File: src/hw/psibs_pkg.sv
// Package: constants, modes and types of the pseudo-static RAM front end
package psibs_pkg;
	localparam int CLK_MHZ             = 200;
	localparam int INIT_WAIT_US        = 300;
	localparam int INIT_WAIT_CYC       = INIT_WAIT_US * CLK_MHZ;
	localparam int PAGE_WORDS          = 16;
	localparam int ADDR_W              = 23;
	localparam int PAGE_BITS           = 4;
	// APB byte addresses
	localparam logic [7:0] OFS_MODE    = 8'h00;
	localparam logic [7:0] OFS_STATUS  = 8'h04;
	localparam logic [7:0] OFS_ADDR    = 8'h08;
	// Mode register fields
	localparam int MODE_DEN_LSB        = 0;
	localparam int MODE_BL_LSB         = 2;
	localparam int MODE_BURST_BIT      = 4;
	localparam int MODE_EDGE_BIT       = 5;
	localparam int MODE_SW_BIT         = 6;
	localparam int MODE_RL_LSB         = 8;
	localparam logic [31:0] MODE_RESET = 32'h0000_0500;
	localparam logic [3:0] RL_MIN      = 4'h5;
	localparam logic [3:0] RL_MAX      = 4'hA;
	// Retained-region last word addresses
	localparam logic [22:0] END_32M    = 23'h1F_FFFF;
	localparam logic [22:0] END_16M    = 23'h0F_FFFF;
	localparam logic [22:0] END_8M     = 23'h07_FFFF;
	typedef enum logic [1:0] {
		PSIBS_DEN_32M = 2'h0,
		PSIBS_DEN_16M = 2'h1,
		PSIBS_DEN_8M  = 2'h2,
		PSIBS_DEN_0M  = 2'h3
	} psibs_den_t;
	typedef enum logic [1:0] {
		PSIBS_BL_8    = 2'h0,
		PSIBS_BL_16   = 2'h1,
		PSIBS_BL_CONT = 2'h2
	} psibs_bl_t;
	typedef enum logic [2:0] {
		PSIBS_UNINIT  = 3'b000,
		PSIBS_INITW   = 3'b001,
		PSIBS_IDLE    = 3'b011,
		PSIBS_ACTIVE  = 3'b010,
		PSIBS_DEEP    = 3'b110
	} psibs_state_t;
	typedef enum logic [1:0] {
		PSIBS_OP_NONE  = 2'h0,
		PSIBS_OP_PAGE  = 2'h1,
		PSIBS_OP_BRD   = 2'h2,
		PSIBS_OP_BWR   = 2'h3
	} psibs_op_t;
endpackage

File: src/hw/psibs_sync2.sv
// Two-flop synchroniser for pin levels
`timescale 1ns/10ps
`default_nettype none
module psibs_sync2 #(
	parameter int W = 1
) (
	input  wire logic         pclk,
	input  wire logic         presetn,
	input  wire logic [W-1:0] d,
	output var  logic [W-1:0] q
);
	logic [W-1:0] meta_reg;

	// First stage feeds only the second
	always_ff @(posedge pclk or negedge presetn) begin
		if (!presetn) begin
			meta_reg <= '0;
			q        <= '0;
		end else begin
			meta_reg <= d;
			q        <= meta_reg;
		end
	end
endmodule
`default_nettype wire

File: src/hw/psibs_top.sv
// Device-side control of the pseudo-static RAM: init, standby, page, burst
`timescale 1ns/10ps
`default_nettype none
module psibs_top #(
	parameter int INIT_CYC = psibs_pkg::INIT_WAIT_CYC
) (
	input  wire logic        pclk,
	input  wire logic        presetn,
	input  wire logic        psel,
	input  wire logic        penable,
	input  wire logic        pwrite,
	input  wire logic [7:0]  paddr,
	input  wire logic [31:0] pwdata,
	output var  logic [31:0] prdata,
	output var  logic        pready,
	output var  logic        pslverr,
	input  wire logic        chip_select_n,
	input  wire logic        sleep_control,
	input  wire logic        burst_clk,
	input  wire logic        write_n,
	input  wire logic [22:0] mem_addr,
	output var  logic [22:0] array_addr,
	output var  logic        array_rd,
	output var  logic        array_wr,
	output var  logic        data_valid,
	output var  logic        init_done,
	output var  logic        deep_standby,
	output var  logic        retain_ok
);
	localparam logic [23:0] INIT_N = 24'(INIT_CYC);

	typedef struct packed {
		psibs_pkg::psibs_state_t st;
		psibs_pkg::psibs_op_t    op;
		logic [23:0] timer;
		logic [31:0] mode;
		logic        mode_set;
		logic [22:0] addr;
		logic [22:0] base;
		logic [3:0]  lat;
		logic [4:0]  cnt;
		logic        clk_d;
		logic        cs_d;
		logic [31:0] prdata;
		logic        pready;
		logic        pslverr;
		logic        rd;
		logic        wr;
		logic        dv;
		logic        init_done;
		logic        deep;
		logic        retain;
	} psibs_s_t;

	psibs_s_t s_reg;
	psibs_s_t s_next;
	logic [26:0] pin_sync;

	// Pins cross into pclk through two flops
	psibs_sync2 #(.W(27)) u_sync (
		.pclk    (pclk),
		.presetn (presetn),
		.d       ({chip_select_n, sleep_control, burst_clk, write_n,
		           mem_addr}),
		.q       (pin_sync)
	);

	logic        cs_n;
	logic        slp;
	logic        bclk;
	logic        we_n;
	logic [22:0] a;
	assign cs_n = pin_sync[26];
	assign slp  = pin_sync[25];
	assign bclk = pin_sync[24];
	assign we_n = pin_sync[23];
	assign a    = pin_sync[22:0];

	// Last retained word for a density code
	function automatic logic [22:0] den_end(input logic [1:0] d);
		case (d)
			2'h0:    den_end = psibs_pkg::END_32M;
			2'h1:    den_end = psibs_pkg::END_16M;
			2'h2:    den_end = psibs_pkg::END_8M;
			default: den_end = 23'h00_0000;
		endcase
	endfunction

	// Burst length in words, zero meaning continuous
	function automatic logic [4:0] bl_words(input logic [1:0] b);
		case (b)
			2'h0:    bl_words = 5'h08;
			2'h1:    bl_words = 5'h10;
			default: bl_words = 5'h00;
		endcase
	endfunction

	logic [1:0] den_f;
	logic [1:0] bl_f;
	logic [3:0] rl_f;
	logic       burst_en;
	logic       edge_fall;
	logic       single_wr;
	logic       clk_edge;
	logic       apb_acc;
	logic       first_word;
	logic [22:0] keep_end;
	// Retained region end for the programmed density
	assign keep_end   = den_end(den_f);
	// No word moved yet since the address was latched
	assign first_word = (s_reg.cnt == 5'h00) && (s_reg.addr == s_reg.base);
	assign den_f     = s_reg.mode[psibs_pkg::MODE_DEN_LSB +: 2];
	assign bl_f      = s_reg.mode[psibs_pkg::MODE_BL_LSB +: 2];
	assign rl_f      = s_reg.mode[psibs_pkg::MODE_RL_LSB +: 4];
	assign burst_en  = s_reg.mode[psibs_pkg::MODE_BURST_BIT];
	assign edge_fall = s_reg.mode[psibs_pkg::MODE_EDGE_BIT];
	assign single_wr = s_reg.mode[psibs_pkg::MODE_SW_BIT];
	// Programmed edge of the burst clock, seen in pclk time
	assign clk_edge  = edge_fall ? (s_reg.clk_d & ~bclk)
	                             : (~s_reg.clk_d & bclk);
	assign apb_acc   = psel & penable & ~s_reg.pready;

	// Next-state logic
	always_comb begin
		s_next        = s_reg;
		s_next.clk_d  = bclk;
		// Marks the first selected cycle; a finished burst must not restart
		s_next.cs_d   = (s_reg.st != psibs_pkg::PSIBS_ACTIVE);
		s_next.rd     = 1'b0;
		s_next.wr     = 1'b0;
		s_next.dv     = 1'b0;
		s_next.pready = 1'b0;
		// APB slave, one wait state
		if (apb_acc) begin
			s_next.pready  = 1'b1;
			s_next.pslverr = 1'b0;
			s_next.prdata  = 32'h0000_0000;
			case (paddr)
				psibs_pkg::OFS_MODE: begin
					if (!pwrite)
						s_next.prdata = s_reg.mode;
				end
				psibs_pkg::OFS_STATUS: begin
					s_next.prdata = {24'h00_0000, 1'b0, s_reg.op,
					                 s_reg.st, s_reg.mode_set,
					                 s_reg.init_done};
				end
				psibs_pkg::OFS_ADDR: begin
					s_next.prdata = {9'h000, s_reg.addr};
				end
				default: begin
					s_next.pslverr = 1'b1;
				end
			endcase
		end
		// Write lands on the edge that completes the transfer
		if (psel && penable && s_reg.pready && pwrite &&
		    paddr == psibs_pkg::OFS_MODE) begin
			s_next.mode = pwdata;
			// Keep latency in its legal range
			if (pwdata[psibs_pkg::MODE_RL_LSB +: 4] < psibs_pkg::RL_MIN ||
			    pwdata[psibs_pkg::MODE_RL_LSB +: 4] > psibs_pkg::RL_MAX)
				s_next.mode[psibs_pkg::MODE_RL_LSB +: 4] =
				    psibs_pkg::RL_MIN;
			s_next.mode_set = 1'b1;
		end
		// Power state machine
		case (s_reg.st)
			psibs_pkg::PSIBS_UNINIT: begin
				s_next.init_done = 1'b0;
				s_next.timer     = 24'h00_0000;
				if (slp && cs_n)
					s_next.st = psibs_pkg::PSIBS_INITW;
			end
			psibs_pkg::PSIBS_INITW: begin
				// Host must keep both pins high the whole wait
				if (!slp || !cs_n) begin
					s_next.st = psibs_pkg::PSIBS_UNINIT;
				end else if (s_reg.timer >= INIT_N - 24'h00_0001) begin
					s_next.st        = psibs_pkg::PSIBS_IDLE;
					s_next.init_done = 1'b1;
				end else begin
					s_next.timer = s_reg.timer + 24'h00_0001;
				end
			end
			psibs_pkg::PSIBS_IDLE,
			psibs_pkg::PSIBS_ACTIVE: begin
				if (!slp) begin
					s_next.st     = psibs_pkg::PSIBS_DEEP;
					s_next.op     = psibs_pkg::PSIBS_OP_NONE;
					s_next.deep   = 1'b1;
					s_next.retain = (keep_end != 23'h00_0000);
				end else if (cs_n) begin
					// Deselect ends page or burst
					s_next.st = psibs_pkg::PSIBS_IDLE;
					s_next.op = psibs_pkg::PSIBS_OP_NONE;
				end else begin
					s_next.st = psibs_pkg::PSIBS_ACTIVE;
				end
			end
			psibs_pkg::PSIBS_DEEP: begin
				if (slp) begin
					s_next.deep = 1'b0;
					if (den_f == 2'h3) begin
						// Nothing kept: full power-up again
						s_next.st        = psibs_pkg::PSIBS_UNINIT;
						s_next.init_done = 1'b0;
					end else begin
						s_next.st = psibs_pkg::PSIBS_IDLE;
					end
				end
			end
			default: s_next.st = psibs_pkg::PSIBS_UNINIT;
		endcase
		// Access engine while selected
		if (s_reg.st == psibs_pkg::PSIBS_ACTIVE && slp && !cs_n) begin
			if (s_reg.cs_d) begin
				// New access: burst only once programmed
				if (burst_en && s_reg.mode_set) begin
					s_next.op   = we_n ? psibs_pkg::PSIBS_OP_BRD
					                   : psibs_pkg::PSIBS_OP_BWR;
					s_next.base = a;
					s_next.addr = a;
					s_next.cnt  = 5'h00;
					s_next.lat  = we_n ? rl_f
					                   : rl_f - 4'h1;
				end else begin
					s_next.op   = psibs_pkg::PSIBS_OP_PAGE;
					s_next.addr = a;
					s_next.rd   = 1'b1;
					s_next.dv   = 1'b1;
				end
			end else if (s_reg.op == psibs_pkg::PSIBS_OP_PAGE) begin
				// Low four bits move within the page
				if (a[22:psibs_pkg::PAGE_BITS] !=
				    s_reg.addr[22:psibs_pkg::PAGE_BITS]) begin
					s_next.addr = a;
					s_next.rd   = 1'b1;
					s_next.dv   = 1'b1;
				end else if (a != s_reg.addr) begin
					s_next.addr = a;
					s_next.rd   = 1'b1;
					s_next.dv   = 1'b1;
				end
			end else if (s_reg.op != psibs_pkg::PSIBS_OP_NONE &&
			             clk_edge) begin
				if (s_reg.lat > 4'h1) begin
					s_next.lat = s_reg.lat - 4'h1;
				end else begin
					s_next.lat = 4'h1;
					s_next.rd  = (s_reg.op == psibs_pkg::PSIBS_OP_BRD);
					s_next.wr  = (s_reg.op == psibs_pkg::PSIBS_OP_BWR);
					s_next.dv  = 1'b1;
					s_next.cnt  = s_reg.cnt + 5'h01;
					// First word at the latched address; wrap in 8- or 16-word boundary, continuous runs on
					if (first_word)
						s_next.addr = s_reg.addr;
					else if (bl_f == 2'h0)
						s_next.addr = {s_reg.addr[22:3],
						               s_reg.addr[2:0] + 3'h1};
					else if (bl_f == 2'h1)
						s_next.addr = {s_reg.addr[22:4],
						               s_reg.addr[3:0] + 4'h1};
					else
						s_next.addr = s_reg.addr + 23'h00_0001;
					// Burst ends at its fixed length, or after one word per write in single-write mode
					if ((bl_words(bl_f) != 5'h00 &&
					     s_reg.cnt + 5'h01 == bl_words(bl_f)) ||
					    (single_wr &&
					     s_reg.op == psibs_pkg::PSIBS_OP_BWR))
						s_next.op = psibs_pkg::PSIBS_OP_NONE;
				end
			end
		end
		s_next.retain = s_next.deep ? s_next.retain : 1'b1;
	end

	// Single state register
	always_ff @(posedge pclk or negedge presetn) begin
		if (!presetn) begin
			s_reg      <= '0;
			s_reg.mode <= psibs_pkg::MODE_RESET;
			s_reg.st   <= psibs_pkg::PSIBS_UNINIT;
			s_reg.cs_d <= 1'b1;
		end else begin
			s_reg <= s_next;
		end
	end

	// Outputs straight from the state register
	assign prdata       = s_reg.prdata;
	assign pready       = s_reg.pready;
	assign pslverr      = s_reg.pslverr;
	assign array_addr   = s_reg.addr;
	assign array_rd     = s_reg.rd;
	assign array_wr     = s_reg.wr;
	assign data_valid   = s_reg.dv;
	assign init_done    = s_reg.init_done;
	assign deep_standby = s_reg.deep;
	assign retain_ok    = s_reg.retain;

	property p_init_time;
		@(posedge pclk) disable iff (!presetn)
		$rose(s_reg.init_done) |-> $past(s_reg.st) == psibs_pkg::PSIBS_INITW;
	endproperty
	a_init_time: assert property (p_init_time)
		else $error("init done without wait");

	property p_deep;
		@(posedge pclk) disable iff (!presetn)
		(!slp && s_reg.init_done) |=> s_reg.deep;
	endproperty
	a_deep: assert property (p_deep)
		else $error("deep standby not entered");

	property p_zero_reinit;
		@(posedge pclk) disable iff (!presetn)
		(s_reg.st == psibs_pkg::PSIBS_DEEP && slp && den_f == 2'h3)
		|=> !s_reg.init_done;
	endproperty
	a_zero_reinit: assert property (p_zero_reinit)
		else $error("0M exit skipped init");

	property p_page_upper;
		@(posedge pclk) disable iff (!presetn)
		(s_reg.st == psibs_pkg::PSIBS_ACTIVE &&
		 s_reg.op == psibs_pkg::PSIBS_OP_PAGE && !cs_n && slp &&
		 a[22:4] != s_reg.addr[22:4]) |=> s_reg.rd;
	endproperty
	a_page_upper: assert property (p_page_upper)
		else $error("upper address change no new read");

	property p_no_burst;
		@(posedge pclk) disable iff (!presetn)
		!s_reg.mode_set |-> s_reg.op != psibs_pkg::PSIBS_OP_BRD;
	endproperty
	a_no_burst: assert property (p_no_burst)
		else $error("burst before mode set");

	property p_step;
		@(posedge pclk) disable iff (!presetn)
		(s_reg.dv && s_reg.op == psibs_pkg::PSIBS_OP_BRD &&
		 s_reg.cnt != 5'h01 &&
		 bl_f == 2'h2 && $past(s_reg.op) == psibs_pkg::PSIBS_OP_BRD)
		|-> s_reg.addr == $past(s_reg.addr) + 23'h00_0001;
	endproperty
	a_step: assert property (p_step)
		else $error("burst address not advanced by one");

	property p_lat;
		@(posedge pclk) disable iff (!presetn)
		s_reg.op != psibs_pkg::PSIBS_OP_NONE |->
		s_reg.lat <= psibs_pkg::RL_MAX;
	endproperty
	a_lat: assert property (p_lat)
		else $error("latency out of range");

	property p_retain;
		@(posedge pclk) disable iff (!presetn)
		$rose(s_reg.deep) |-> s_reg.retain == (den_f != 2'h3);
	endproperty
	a_retain: assert property (p_retain)
		else $error("retention flag wrong");

	c_init: cover property (@(posedge pclk) $rose(s_reg.init_done));
	c_deep: cover property (@(posedge pclk) $rose(s_reg.deep));
	c_page: cover property (@(posedge pclk)
		s_reg.op == psibs_pkg::PSIBS_OP_PAGE && s_reg.rd);
	c_burst: cover property (@(posedge pclk)
		s_reg.op == psibs_pkg::PSIBS_OP_BRD && s_reg.rd);
endmodule
`default_nettype wire

File: config.mk
export PLATFORM = sky130hd
export DESIGN_NAME = psibs_top
export DESIGN_NICKNAME = d
export VERILOG_FILES = /design/src/hw/psibs_pkg.sv /design/src/hw/psibs_sync2.sv /design/src/hw/psibs_top.sv
export SDC_FILE = /design/constraint.sdc
export NUM_CORES = 1
export LEC_CHECK = 0
export BUFFER_PORTS_ARGS = -buffer_cell sky130_fd_sc_hd__buf_2
export CAP_MARGIN = 5
export CORE_ASPECT_RATIO = 1.1
export CORE_MARGIN = 5
export CORE_UTILIZATION = 44
export DETAILED_ROUTE_END_ITERATION = 8
export PLACE_DENSITY = 0.63
export SYNTH_ARGS = -nofsm -noshare
export SYNTH_HDL_FRONTEND = slang
export SYNTH_SLANG_ARGS = --single-unit
File: constraint.sdc
create_clock -name pclk -period 5.9 [get_ports pclk]
set_input_delay 0.59 -clock pclk [delete_from_list [all_inputs] [get_ports pclk]]
set_output_delay 0.59 -clock pclk [all_outputs]
set_load 0.01 [all_outputs]
**Yosys cells after proc, flatten, opt, wreduce, memory -nomap -nowiden**

Index checks and enable logic that the tools add are counted.

- Output and inout port bits: 63
- Logic and storage cells: 189
- Input port bits: 72
- Register bits after elaboration: 213

- Multiplexer cells: 71
- Bitwise operators: 7
- $add $sub $neg: 7
- Equal/unequal tests: 35
- Magnitude comparators: 4
- Reductions and logical operators: 41

Operators by type and width:

| kind | number |
|---|---|
| $mux 23 | 9 |
| $pmux 32 s3 | 1 |
| $pmux 21 s3 | 1 |
| $mux 24 | 2 |
| $pmux 24 s2 | 1 |
| $mux 9 | 4 |
| $mux 5 | 7 |
| $mux 32 | 1 |
| $mux 2 | 13 |
| $add 24x1->24 const B | 1 |
| $ge 24x16->1 const B | 1 |
| $add 23x1->23 const B | 1 |
| $eq 23x23->1 | 1 |
| $ne 23x23->1 | 1 |
| $reduce_bool 23->1 | 1 |
| $mux 3 | 7 |
| $ne 19x19->1 | 1 |
| $mux 1 | 18 |
| $ne 2x2->1 const B | 8 |
| $reduce_and 5->1 | 3 |
| $logic_and 1x1->1 | 12 |
| $mux 4 | 3 |
| $ne 3x3->1 const B | 4 |
| $pmux 3 s4 | 1 |
| other kinds (39) | 63 |

**Logic depth before layout (Yosys ltp)**

Gate-level depths: netlist of the first run.

- Word-level depth: 17
- Gate-level depth with buffers: 9
- Depth with buffers taken out: 8

**Cells and area by module**

Synthesis of the first run repeated with hierarchy kept, for this count alone.

- Cells, all modules: 962
- Area total of the unflattened synthesis: 10,060.9 um^2

Modules (own cells, without submodules):

| module | seq. area each (um^2) | cells each | area each (um^2) | times used |
|---|---|---|---|---|
| psibs_top | 3,982.6 | 908 | 8,709.6 | 1 |
| psibs_sync2 | 1,351.3 | 54 | 1,351.3 | 1 |

**Worst setup path before layout of the first run**

Ideal clock, no wire load.

- Path kind: input -> register
- From: in paddr[7]
- To: reg s_reg[127] (netlist bit)
- Arrival: 2,252 ps
- Path slack: 3,523 ps
- Cell stages on the path: 5
- Buffers on the path: 1
- Data required time: 5,775 ps
- Setup time: 125 ps
- Cells stage by stage: nor4_1 nand2_1 nor4_2 clkbuf_1 mux2_2

- Word-level cells in the longest chain between the ends: 2

RTL lines:

| element | RTL line | source |
|---|---|---|
| from (decl) | psibs_top.sv:12 | `input wire logic [7:0] paddr,` |
| $logic_not 8->1 | psibs_top.sv:158 | `paddr == psibs_pkg::OFS_MODE) begin` |
| $logic_and 1x1->1 | psibs_top.sv:157 | `if (psel && penable && s_reg.pready && pwrite &&` |
| to (signal assigned) | psibs_top.sv:286 | `s_reg <= s_next;` |
| to (decl) | psibs_top.sv:55 | `psibs_s_t s_reg;` |

Every way passes these cells.
A chain may end at the register's enable or synchronous reset.

**Worst setup path in the final report of the first run**

- From: reg s_reg[40] (netlist bit)
- To: reg s_reg (netlist bit array_addr[22])

- Word-level cells in the longest chain between the ends: 2
- Elaborated cells between the ends (all ways): 8
- Classes of those cells: eq/ne: 5; mux: 1; reduce/logical: 2

RTL lines:

| element |
|---|
| $ne 4x2->1 (no source line) (tied with other cells) |
| $reduce_and 7->1 (no source line) |

Several ways; a longest one is shown, not always the timed one.

==> results of run 1 <==
-- stage by stage --
step	std cells	hold slack, ns	power [mW]	area, um2
after floorplan	983	0.294	1.54	10000
after global placement	1312	0.332	1.62	10500
after detailed placement	1312	0.335	1.62	10500
after CTS	1352	0.173	3.06	11300
after global routing	1352	0.171	3.14	11300
final	1352	0.146	3.02	11300
-- cell usage after synthesis (all sizes together) (19+ instances only) --
cell | n | share of area
dfrtp | 210 | 0.52
nand2 | 151 | 0.057
buf | 62 | 0.046
clkbuf | 54 | 0.020
o21ai | 45 | 0.022
nor2 | 44 | 0.016
xor2 | 42 | 0.037
nand3 | 32 | 0.016
mux2 | 29 | 0.033
a21oi | 27 | 0.013
xnor2 | 21 | 0.018
inv | 20 | 0.0075
nor3 | 19 | 0.0095
nor4 | 19 | 0.014
-- report_power, final --
part	leakage, nW	total [mW]	internal, mW	switching, mW
registers	2.82	1.50	1.48	0.0179
logic	2.26	0.0878	0.0306	0.0572
clock network	0.375	1.44	0.864	0.573
-- final cells by class --
| class | instances | area, um2 | area share |
|---|---|---|---|
| Clock buffer | 31 | 656 | 0.0581 |
| Clock inverter | 9 | 101 | 0.00898 |
| Inverter | 20 | 75.1 | 0.00665 |
| Multi-Input combinational cell | 634 | 3980 | 0.353 |
| Sequential cell | 213 | 5330 | 0.473 |
| Tap cell | 300 | 375 | 0.0333 |
| Timing Repair Buffer | 145 | 763 | 0.0676 |
-- layer usage --
metal  wire (um)  part of all wire
met1       11500              0.45
met2       12000              0.47
met3        1650             0.064
met4         474             0.019
met5           0                 0
-- path summary, 6_finish.rpt --
path | start | to | slack, ns
setup / recovery | s_reg[40] | array_addr[22] | 2.69
hold / removal | presetn | u_sync.meta_reg[4] | 0.15
setup reg to reg | s_reg[40] | array_addr[22] | 2.69
hold reg to reg | u_sync.meta_reg[14] | u_sync.q[14] | 0.35
max in group asynchronous | presetn | s_reg[66] | 4.50
min in group pclk | mem_addr[15] | u_sync.meta_reg[15] | 0.19
-- kinds of logic after synthesis --
group,Yosys count
AOI/OAI and AO/OA,188
xor gates and xnor gates,63
adders and majority gates,8
buffers and inverters,136
DFF,213
muxes,30
and+or+nand+nor,345
==> out/qor.txt, run 1 <==
Global Route Usage Sum: 0.195
Fraction of synthesis flops using an asynchronous set or reset pin: 1.00
Antenna-violating nets left: 0
Data required time of the worst path: 6.34 ns
Depth of the CTS H-tree: 1
Max clock buf depth: 3
Count of yosys warnings during synthesis: 0
Kind of cell adding the most delay to the critical path: simple AND/OR/NAND/NOR gates
Simple-gate area share of the yosys netlist: 0.167
Standby leakage power: 5.46 nW
CTS tree: built
Final worst-path setup slack: 2.69 ns
Crit path time final: 3.21 ns
Relative slew margins: 0.166
Clock-pin slew on the worst setup and hold paths: 0.06 ns
Total detailed-routing wirelength: 25600 um
Count of max-cap constraint violations: 0
1st-pass router iterations: 6
Area enclosed by the die boundary: 25900 um2
Transition time at the pin with the least slew margin: 1.25 ns
Status: finished, final reports clean
Synthesized area per cell: 10.2 um2
Critical path start-end classification: reg2reg
Critical path depth: 8
Compound-cell area share of the yosys netlist: 0.129
Wire length of the first global-routing pass: 41100 um
Dpl hpwl: 17600 um
Via count of the first global-routing pass: 7337
Effective utilization at floorplan: 0.443
Cells resized by post-CTS repair: 0
Main combinational cell family by area after synthesis: simple AND/OR/NAND/NOR gates
Number of enable-type register cells in the synthesized netlist: 0
TritonCTS Buffers: 23
Number of setup buffers added after CTS: 0
Gate Count Post-Synth: 983
Cell-by-cell listing of the critical path: inv_1 -> and2_1 -> buf_4 -> a21oi_1 -> o21ai_1 -> buf_4 -> nor2_1 -> a22o_1
Max FFs per register: 86
CP max stage cell: nor2_1
Most frequent CP cell: buf_4
Setup repair after global routing missed its margin: false
Net total in the final layout: 1117
Pins over their slew limit: 0
Starting DRC count in detailed routing: 594
Buffer type at the clock tree root: clkbuf_16
Chip width: 154 um
Post-synthesis share of cell area spent on full adders, half adders and majority gates: 0.00999
Commonest cells after routing, fill and taps aside: 210 x dfrtp_1, 151 x nand2_1, 133 x buf_2
Routed wire per std cell: 18.9 um
CP arrival: 3.65 ns
TNS Setup: 0 ns
Number of vias after detailed routing: 7444
Count of hold buffers inserted by post-cts repair: 0
Largest voltage drop on the vdd net: 214 uV
Main flop type after synthesis: dfrtp_1
Number of cell instances on the worst register-to-register path: 8
Antenna diodes: 0
Share of post-route cells with drive strength above 1: 0.220
Final setup fails: 0
Tcrit/Tclk final: 0.544
Final Core Density: 0.498
Setup crit start kind: register
Insertion delay of the later-clocked pin in the worst-skew pair: 0.51 ns
Total number of clock tree sinks: 213
Crit-path max FO: 42
Pwr Density: 268 nW/um2
Final hold vios: 0
Endpoint class of the critical path: register
Number of buffers and inverters on the critical path: 3
Max Clk Rate: 0.312 GHz
Gr busiest metal: met2
Minimum setup slack after placement: 2.77 ns
Area of the core: 22600 um2
Drc violations: 0
Initial antenna violation count: 0
Unique cell type count in the Yosys netlist: 66
Netlist area before placement: 10000 um2
Total of flip-flops plus latches after synthesis: 213
Maximum number of pins on one net before global-route repair: 109
Worst hold path class: in2async
Number of ports placed on the die boundary: 135
Grt total ovfl: 0
Synthesized-area fraction occupied by xor and xnor cells: 0.0551
Mux contribution to synthesized area: 0.0336
Critical Path Max Stage Delay: 0.98 ns
Met2 demand-to-capacity share in global routing: 0.324
Most common cell after layout, fill and taps aside: dfrtp_1
Synthesized Nets: 1063
Area added between synthesis and finish: 12.6%
Fill cell count: 2116
Placer congestion estimate: 0.863
Height of the chip: 168 um
Max Clock Skew: 0.0179 ns
Via count normalized by instance count: 5.51
Count of port buffers added during placement: 134
Sequential element share of the synthesized area: 0.532
Number of core rows: 58
Grt met3 use: 0.0339
Global routing usage on met1: 0.271
No activity file was read; power rests on OpenSTA's default activity.
==> run 2, diff against run 1 <==
--- a/config.mk
+++ b/config.mk
@@ -11,7 +11,7 @@
 export CORE_MARGIN = 5
 export CORE_UTILIZATION = 44
 export DETAILED_ROUTE_END_ITERATION = 8
-export PLACE_DENSITY = 0.63
+export PLACE_DENSITY = 0.65
 export SYNTH_ARGS = -nofsm -noshare
 export SYNTH_HDL_FRONTEND = slang
 export SYNTH_SLANG_ARGS = --single-unit
==> constraint.sdc (replaced) <==
create_clock -name pclk -period 2.9 [get_ports pclk]
set_input_delay 0.29 -clock pclk [delete_from_list [all_inputs] [get_ports pclk]]
set_output_delay 0.29 -clock pclk [all_outputs]
set_load 0.01 [all_outputs]
==> run 2 against run 1 <==
Against the previous run:
- fmax grew 16%
- design area increased by 4.0%
- clock power is 110% higher
- flip-flop and latch count unchanged
- highest routed layer unchanged
- wire length rose by 3.1%
==> out/qor.txt, run 2 (same netlist as run 1, synthesis figures left out) <==
Net total in the final layout: 1161 (was 1117)
Total detailed-routing wirelength: 26400 um (was 25600 um)
Final Core Density: 0.518 (was 0.498)
Critical path start-end classification: reg2reg (unchanged)
Crit path time final: 2.77 ns (was 3.21 ns)
Sequential power share: 0.488 (was 0.496)
Max clock buf depth: 3 (unchanged)
Grt total ovfl: 0 (unchanged)
Max FFs per register: 86 (unchanged)
Height of the chip: 168 um (unchanged)
Design Area, Final: 11700 um2 (was 11300 um2)
Total number of clock tree sinks: 213 (unchanged)
Part of the power in combinational logic: 0.036 (was 0.029)
TNS Setup: 0 ns (unchanged)
Starting DRC count in detailed routing: 750 (was 594)
Endpoint class of the critical path: register (unchanged)
Tcrit/Tclk final: 0.955 (was 0.544)
Worst reg2reg path startpoint: array_addr[0] (was s_reg[40])
Cell-internal power: 4.93 mW (was 2.38 mW)
Transition time at the pin with the least slew margin: 0.943 ns (was 1.25 ns)
Hold Crit Start: pwdata[20]
Max Clk Rate: 0.361 GHz (was 0.312 GHz)
Clock-pin slew on the worst setup and hold paths: 0.06 ns (about the same)
Standby leakage power: 5.66 nW (was 5.46 nW)
Final setup fails: 0 (unchanged)
Max Clock Skew: 0.0130 ns (was 0.0179 ns)
Total power consumption of the routed design: 6.25 mW (was 3.02 mW)
Placed cell count: 1326 (was 1312)
Net switching power figure: 1.32 mW (was 648 uW)
Switching Share: 0.211 (was 0.214)
Largest voltage drop on the vdd net: 387 uV (was 214 uV)
Hold Crit Depth: 2
Wire length of the first global-routing pass: 43100 um (was 41100 um)
Post-route non-filler standard cell count: 1395 (was 1352)
Maximum number of pins on one net before global-route repair: 80 (was 109)
Routed wire per std cell: 18.9 um (about the same)
Area of the core: 22600 um2 (unchanged)
Insertion delay of the later-clocked pin in the worst-skew pair: 0.51 ns (about the same)
Number of cell instances on the worst register-to-register path: 6 (was 8)
Share of post-route cells with drive strength above 1: 0.221 (was 0.220)
Number of vias after detailed routing: 7691 (was 7444)
Most common cell after layout, fill and taps aside: dfrtp_1 (unchanged)
Setup repair after global routing missed its margin: false (unchanged)
Area enclosed by the die boundary: 25900 um2 (unchanged)
Final worst-path setup slack: 0.130 ns (was 2.69 ns)
Relative slew margins: 0.371 (was 0.166)
Final hold vios: 0 (unchanged)
Drc violations: 0 (unchanged)
Setup crit start kind: register (unchanged)
Post-route worst hold slack: 0.0132 ns (was 0.146 ns)
Fill cell count: 2114 (was 2116)
CP arrival: 3.17 ns (was 3.65 ns)
Via count of the first global-routing pass: 7731 (was 7337)
Minimum setup slack after placement: 0.133 ns (was 2.77 ns)
1st-pass router iterations: 6 (unchanged)
Depth of the CTS H-tree: 1 (unchanged)
Data required time of the worst path: 3.30 ns (was 6.34 ns)
Number of setup buffers added after CTS: 0 (unchanged)
Global Route Usage Sum: 0.205 (was 0.195)
Crit-path max FO: 9 (was 42)
Status: finished, final reports clean (unchanged)
Pwr Density: 533 nW/um2 (was 268 nW/um2)
Pins over their slew limit: 0 (unchanged)
Antenna diodes: 0 (unchanged)
Reg area: 5330 um2 (unchanged)
Post-Place Cell Area: 10700 um2 (was 10500 um2)
Effective utilization at floorplan: 0.443 (unchanged)
R2r setup slk: 0.13 ns (was 2.69 ns)
Dpl hpwl: 18200 um (was 17600 um)
Number of ports placed on the die boundary: 135 (unchanged)
Hold-critical path endpoint: s_reg[118]
Area added between synthesis and finish: 17.1% (was 12.6%)
Clock group share of total power: 0.476 (was 0.475)
Antenna-violating nets left: 0 (unchanged)
Via count normalized by instance count: 5.51 (about the same)
Commonest cells after routing, fill and taps aside: 210 x dfrtp_1, 151 x nand2_1, 133 x buf_2 (unchanged)
Count of port buffers added during placement: 134 (unchanged)
Worst hold path class: in2reg (was in2async)
Initial antenna violation count: 0 (unchanged)
Placer congestion estimate: 0.935 (was 0.863)
Area occupied by multi-input gates: 3980 um2 (unchanged)
CTS tree: built (unchanged)
Count of max-cap constraint violations: 0 (unchanged)
Buffer type at the clock tree root: clkbuf_16 (unchanged)
Number of core rows: 58 (unchanged)
Endpoint of the worst-slack reg-to-reg timing path: array_addr[22] (unchanged)
Chip width: 154 um (unchanged)
TritonCTS Buffers: 23 (unchanged)
[run 2: worst max-delay path by stage]
stage | start | to | slack (ns) | cells past startpoint
4_1_cts | array_addr[0] | array_addr[22] | 0.13 | 6
2_1_floorplan | s_reg[158] | s_reg[46] | 0.60 | 8
6_report | array_addr[0] | array_addr[22] | 0.13 | 6
5_1_grt | array_addr[0] | array_addr[22] | 0.01 | 6
3_3_place_gp | array_addr[0] | array_addr[22] | 0.21 | 6
3_5_place_dp | array_addr[0] | array_addr[22] | 0.13 | 6
[run 2: critical path: stages (launching register included)]
cell	delay (ns)
dfrtp_1	0.63
ha_1	0.34
nand2_1	0.16
nor4_1	0.80
nand3_1	0.22
a211o_1	0.34
a22o_1	0.17
[run 2: power groups by stage]
stage / clock, mW / combinational (mW) / sequential [mW]
floorplan: 0 / 0.0529 / 3.09
CTS: 3.04 / 0.229 / 3.05
global placement: 0 / 0.196 / 3.10
global route: 3.18 / 0.254 / 3.05
finish: 2.98 / 0.223 / 3.05
detailed placement: 0 / 0.197 / 3.10
[run 2: area by class of cell]
class                           count  share of cell area
Inverter                           20             0.00640
Clock inverter                      7             0.00991
Sequential cell                   213               0.454
Timing Repair Buffer              189               0.103
Multi-Input combinational cell    634               0.339
Clock buffer                       32              0.0553
Tap cell                          300              0.0320
[run 2: layer usage]
metal	share of wire	wire length, um	track usage
met1	0.43	11300	0.288
met2	0.46	12100	0.320
met3	0.073	1930	0.0350
met4	0.040	1060	0.0822
met5	0	0	0
[run 2: repair_timing]
action                    4_1_cts  5_1_grt
hold buffers                   30        0
hold endpoints to repair      104        0
resized for setup               0        0
==> run 3, diff against run 2 <==
--- a/config.mk
+++ b/config.mk
@@ -7,11 +7,13 @@
 export LEC_CHECK = 0
 export BUFFER_PORTS_ARGS = -buffer_cell sky130_fd_sc_hd__buf_2
 export CAP_MARGIN = 5
+export CELL_PAD_IN_SITES_DETAIL_PLACEMENT = 1
+export CELL_PAD_IN_SITES_GLOBAL_PLACEMENT = 1
 export CORE_ASPECT_RATIO = 1.1
 export CORE_MARGIN = 5
-export CORE_UTILIZATION = 44
+export CORE_UTILIZATION = 41
 export DETAILED_ROUTE_END_ITERATION = 8
-export PLACE_DENSITY = 0.65
+export PLACE_DENSITY = 0.76
 export SYNTH_ARGS = -nofsm -noshare
 export SYNTH_HDL_FRONTEND = slang
 export SYNTH_SLANG_ARGS = --single-unit
==> constraint.sdc (replaced) <==
create_clock -name pclk -period 2.9 [get_ports pclk]
set_input_delay 0.29 -clock pclk [delete_from_list [all_inputs] [get_ports pclk]]
set_output_delay 0.29 -clock pclk [all_outputs]
set_load 0.05 [all_outputs]
==> run 3 against run 2 <==
Against the previous run:
- register-to-register slack better by 0.11 ns
- sequential share of layout area decreased by 0.52 points
- power about the same
- global-route usage increased by 0.11 points
- critical endpoint is now array_addr[0]
- design area rose by 1.2%
- hold slack better by 0.0078 ns
- fmax grew 4.2%
- die area up 6.9%
- sequential power about the same
- count of clock-buffer cells in the layout rose by 1
==> out/qor.txt, run 3 (same netlist as run 1, synthesis figures left out) <==
Setup repair after global routing missed its margin: false (unchanged)
Grt total ovfl: 0 (unchanged)
Wire length of the first global-routing pass: 46400 um (was 43100 um)
Global Route Usage Sum: 0.207 (was 0.205)
Via count of the first global-routing pass: 8273 (was 7731)
Dpl hpwl: 20400 um (was 18200 um)
Max Clk Rate: 0.376 GHz (was 0.361 GHz)
Chip width: 159 um (was 154 um)
CTS tree: built (unchanged)
Crit-path max FO: 19 (was 9)
Final setup fails: 0 (unchanged)
Clock-pin slew on the worst setup and hold paths: 0.06 ns (about the same)
Antenna-violating nets left: 0 (unchanged)
Max FFs per register: 86 (unchanged)
Endpoint class of the critical path: register (unchanged)
Number of vias after detailed routing: 7921 (was 7691)
Placer congestion estimate: 0.907 (was 0.935)
Total detailed-routing wirelength: 29100 um (was 26400 um)
Effective utilization at floorplan: 0.413 (was 0.443)
Commonest cells after routing, fill and taps aside: 210 x dfrtp_1, 151 x nand2_1, 133 x buf_2 (unchanged)
Antenna diodes: 0 (unchanged)
TNS Setup: 0 ns (unchanged)
Buffer type at the clock tree root: clkbuf_16 (unchanged)
Transition time at the pin with the least slew margin: 0.991 ns (was 0.943 ns)
Reg area: 5330 um2 (unchanged)
Critical path start-end classification: reg2reg (unchanged)
Routed wire per std cell: 20.5 um (was 18.9 um)
Count of port buffers added during placement: 134 (unchanged)
Initial antenna violation count: 0 (unchanged)
Final worst-path setup slack: 0.242 ns (was 0.130 ns)
Insertion delay of the later-clocked pin in the worst-skew pair: 0.51 ns (about the same)
Max clock buf depth: 3 (unchanged)
Height of the chip: 174 um (was 168 um)
Standby leakage power: 5.73 nW (was 5.66 nW)
Pins over their slew limit: 0 (unchanged)
Area added between synthesis and finish: 18.5% (was 17.1%)
Area enclosed by the die boundary: 27700 um2 (was 25900 um2)
Number of ports placed on the die boundary: 135 (unchanged)
Max Clock Skew: 0.00897 ns (was 0.0130 ns)
Count of max-cap constraint violations: 0 (unchanged)
Area of the core: 24200 um2 (was 22600 um2)
Final hold vios: 0 (unchanged)
Most common cell after layout, fill and taps aside: dfrtp_1 (unchanged)
CP arrival: 3.03 ns (was 3.17 ns)
Area occupied by multi-input gates: 3980 um2 (unchanged)
Starting DRC count in detailed routing: 509 (was 750)
Net total in the final layout: 1178 (was 1161)
1st-pass router iterations: 8 (was 6)
Largest voltage drop on the vdd net: 350 uV (was 387 uV)
Data required time of the worst path: 3.27 ns (was 3.30 ns)
Via count normalized by instance count: 5.56 (was 5.51)
Depth of the CTS H-tree: 1 (unchanged)
Fill cell count: 2689 (was 2114)
Status: finished, final reports clean (unchanged)
Worst hold path class: in2reg (unchanged)
TritonCTS Buffers: 23 (unchanged)
Tcrit/Tclk final: 0.916 (was 0.955)
Maximum number of pins on one net before global-route repair: 76 (was 80)
Share of post-route cells with drive strength above 1: 0.220 (was 0.221)
Setup crit start kind: register (unchanged)
Pwr Density: 527 nW/um2 (was 533 nW/um2)
Relative slew margins: 0.340 (was 0.371)
Post-route worst hold slack: 0.0210 ns (was 0.0132 ns)
Drc violations: 0 (unchanged)
Total number of clock tree sinks: 213 (unchanged)
Number of core rows: 60 (was 58)
Minimum setup slack after placement: 0.306 ns (was 0.133 ns)
Crit path time final: 2.66 ns (was 2.77 ns)
-- run 3: changes by cell type in the layout (fill, tap and decap cells not counted) --
cell | before | now
clkbuf_1 | 5 | 8
dlygate4sd3_1 | 30 | 43
clkbuf_8 | 4 | 2
clkinv_2 | 2 | 3
buf_4 | 22 | 28
buf_12 | 3 | 1
-- run 3: metal layers --
metal / vias up / GRT usage / wire length [um]
met5: - / 0 / 0
met2: 265 / 0.348 / 14100
met1: 3977 / 0.271 / 12400
met4: 0 / 0.0675 / 956
li1: 3614 / - / -
met3: 65 / 0.0370 / 1680
-- run 3: where the power goes --
| part | switching [mW] | internal, mW |
|---|---|---|
| combinational | 0.135 | 0.106 |
| sequential | 0.0359 | 3.02 |
| clock | 1.18 | 1.78 |
| total | 1.35 | 4.91 |
-- run 3: path summary, 6_finish.rpt --
check                                    from             endpoint  slack [ns]  cells past startpoint
setup / recovery                array_addr[4]        array_addr[0]        0.24                      7
hold / removal                     pwdata[28]           s_reg[126]        0.02                      2
setup reg to reg                array_addr[4]        array_addr[0]        0.24                      7
hold reg to reg            u_sync.meta_reg[1]          u_sync.q[1]        0.34                      0
max in group asynchronous             presetn              rl_f[2]        1.72                      3
min in group asynchronous             presetn  u_sync.meta_reg[15]        0.36                      2
-- run 3: area by class of cell --
type,instances,share of cell area
Clock buffer,33,0.0533
Clock inverter,8,0.0102
Inverter,20,0.00632
Multi-Input combinational cell,634,0.335
Sequential cell,213,0.449
Tap cell,310,0.0327
Timing Repair Buffer,206,0.113
-- run 3: metrics by stage --
step                cell area [um2]  total power, mW  instances  utilization
floorplan                     10000             3.15        983            -
global placement              10700             3.30       1340        0.441
detailed placement            10700             3.31       1340        0.441
CTS                           11900             6.34       1424        0.490
global route                  11900             6.49       1424        0.490
finish                        11900             6.25       1424        0.490
-- run 3: what timing repair did --
item / 4_1_cts / 5_1_grt
hold buffers: 43 / 0
endpoints found under the hold margin: 112 / 0
resized for setup: 0 / 0
buffers inserted: 0 / 0
-- run 3: critical path: stages (launching register included) --
cell and delay (ns):
dfrtp_1 0.68, xor2_1 0.17, nor4_1 0.42, nand3_1 0.19
nor4_4 0.36, buf_4 0.32, or2_2 0.25, o31ai_1 0.12
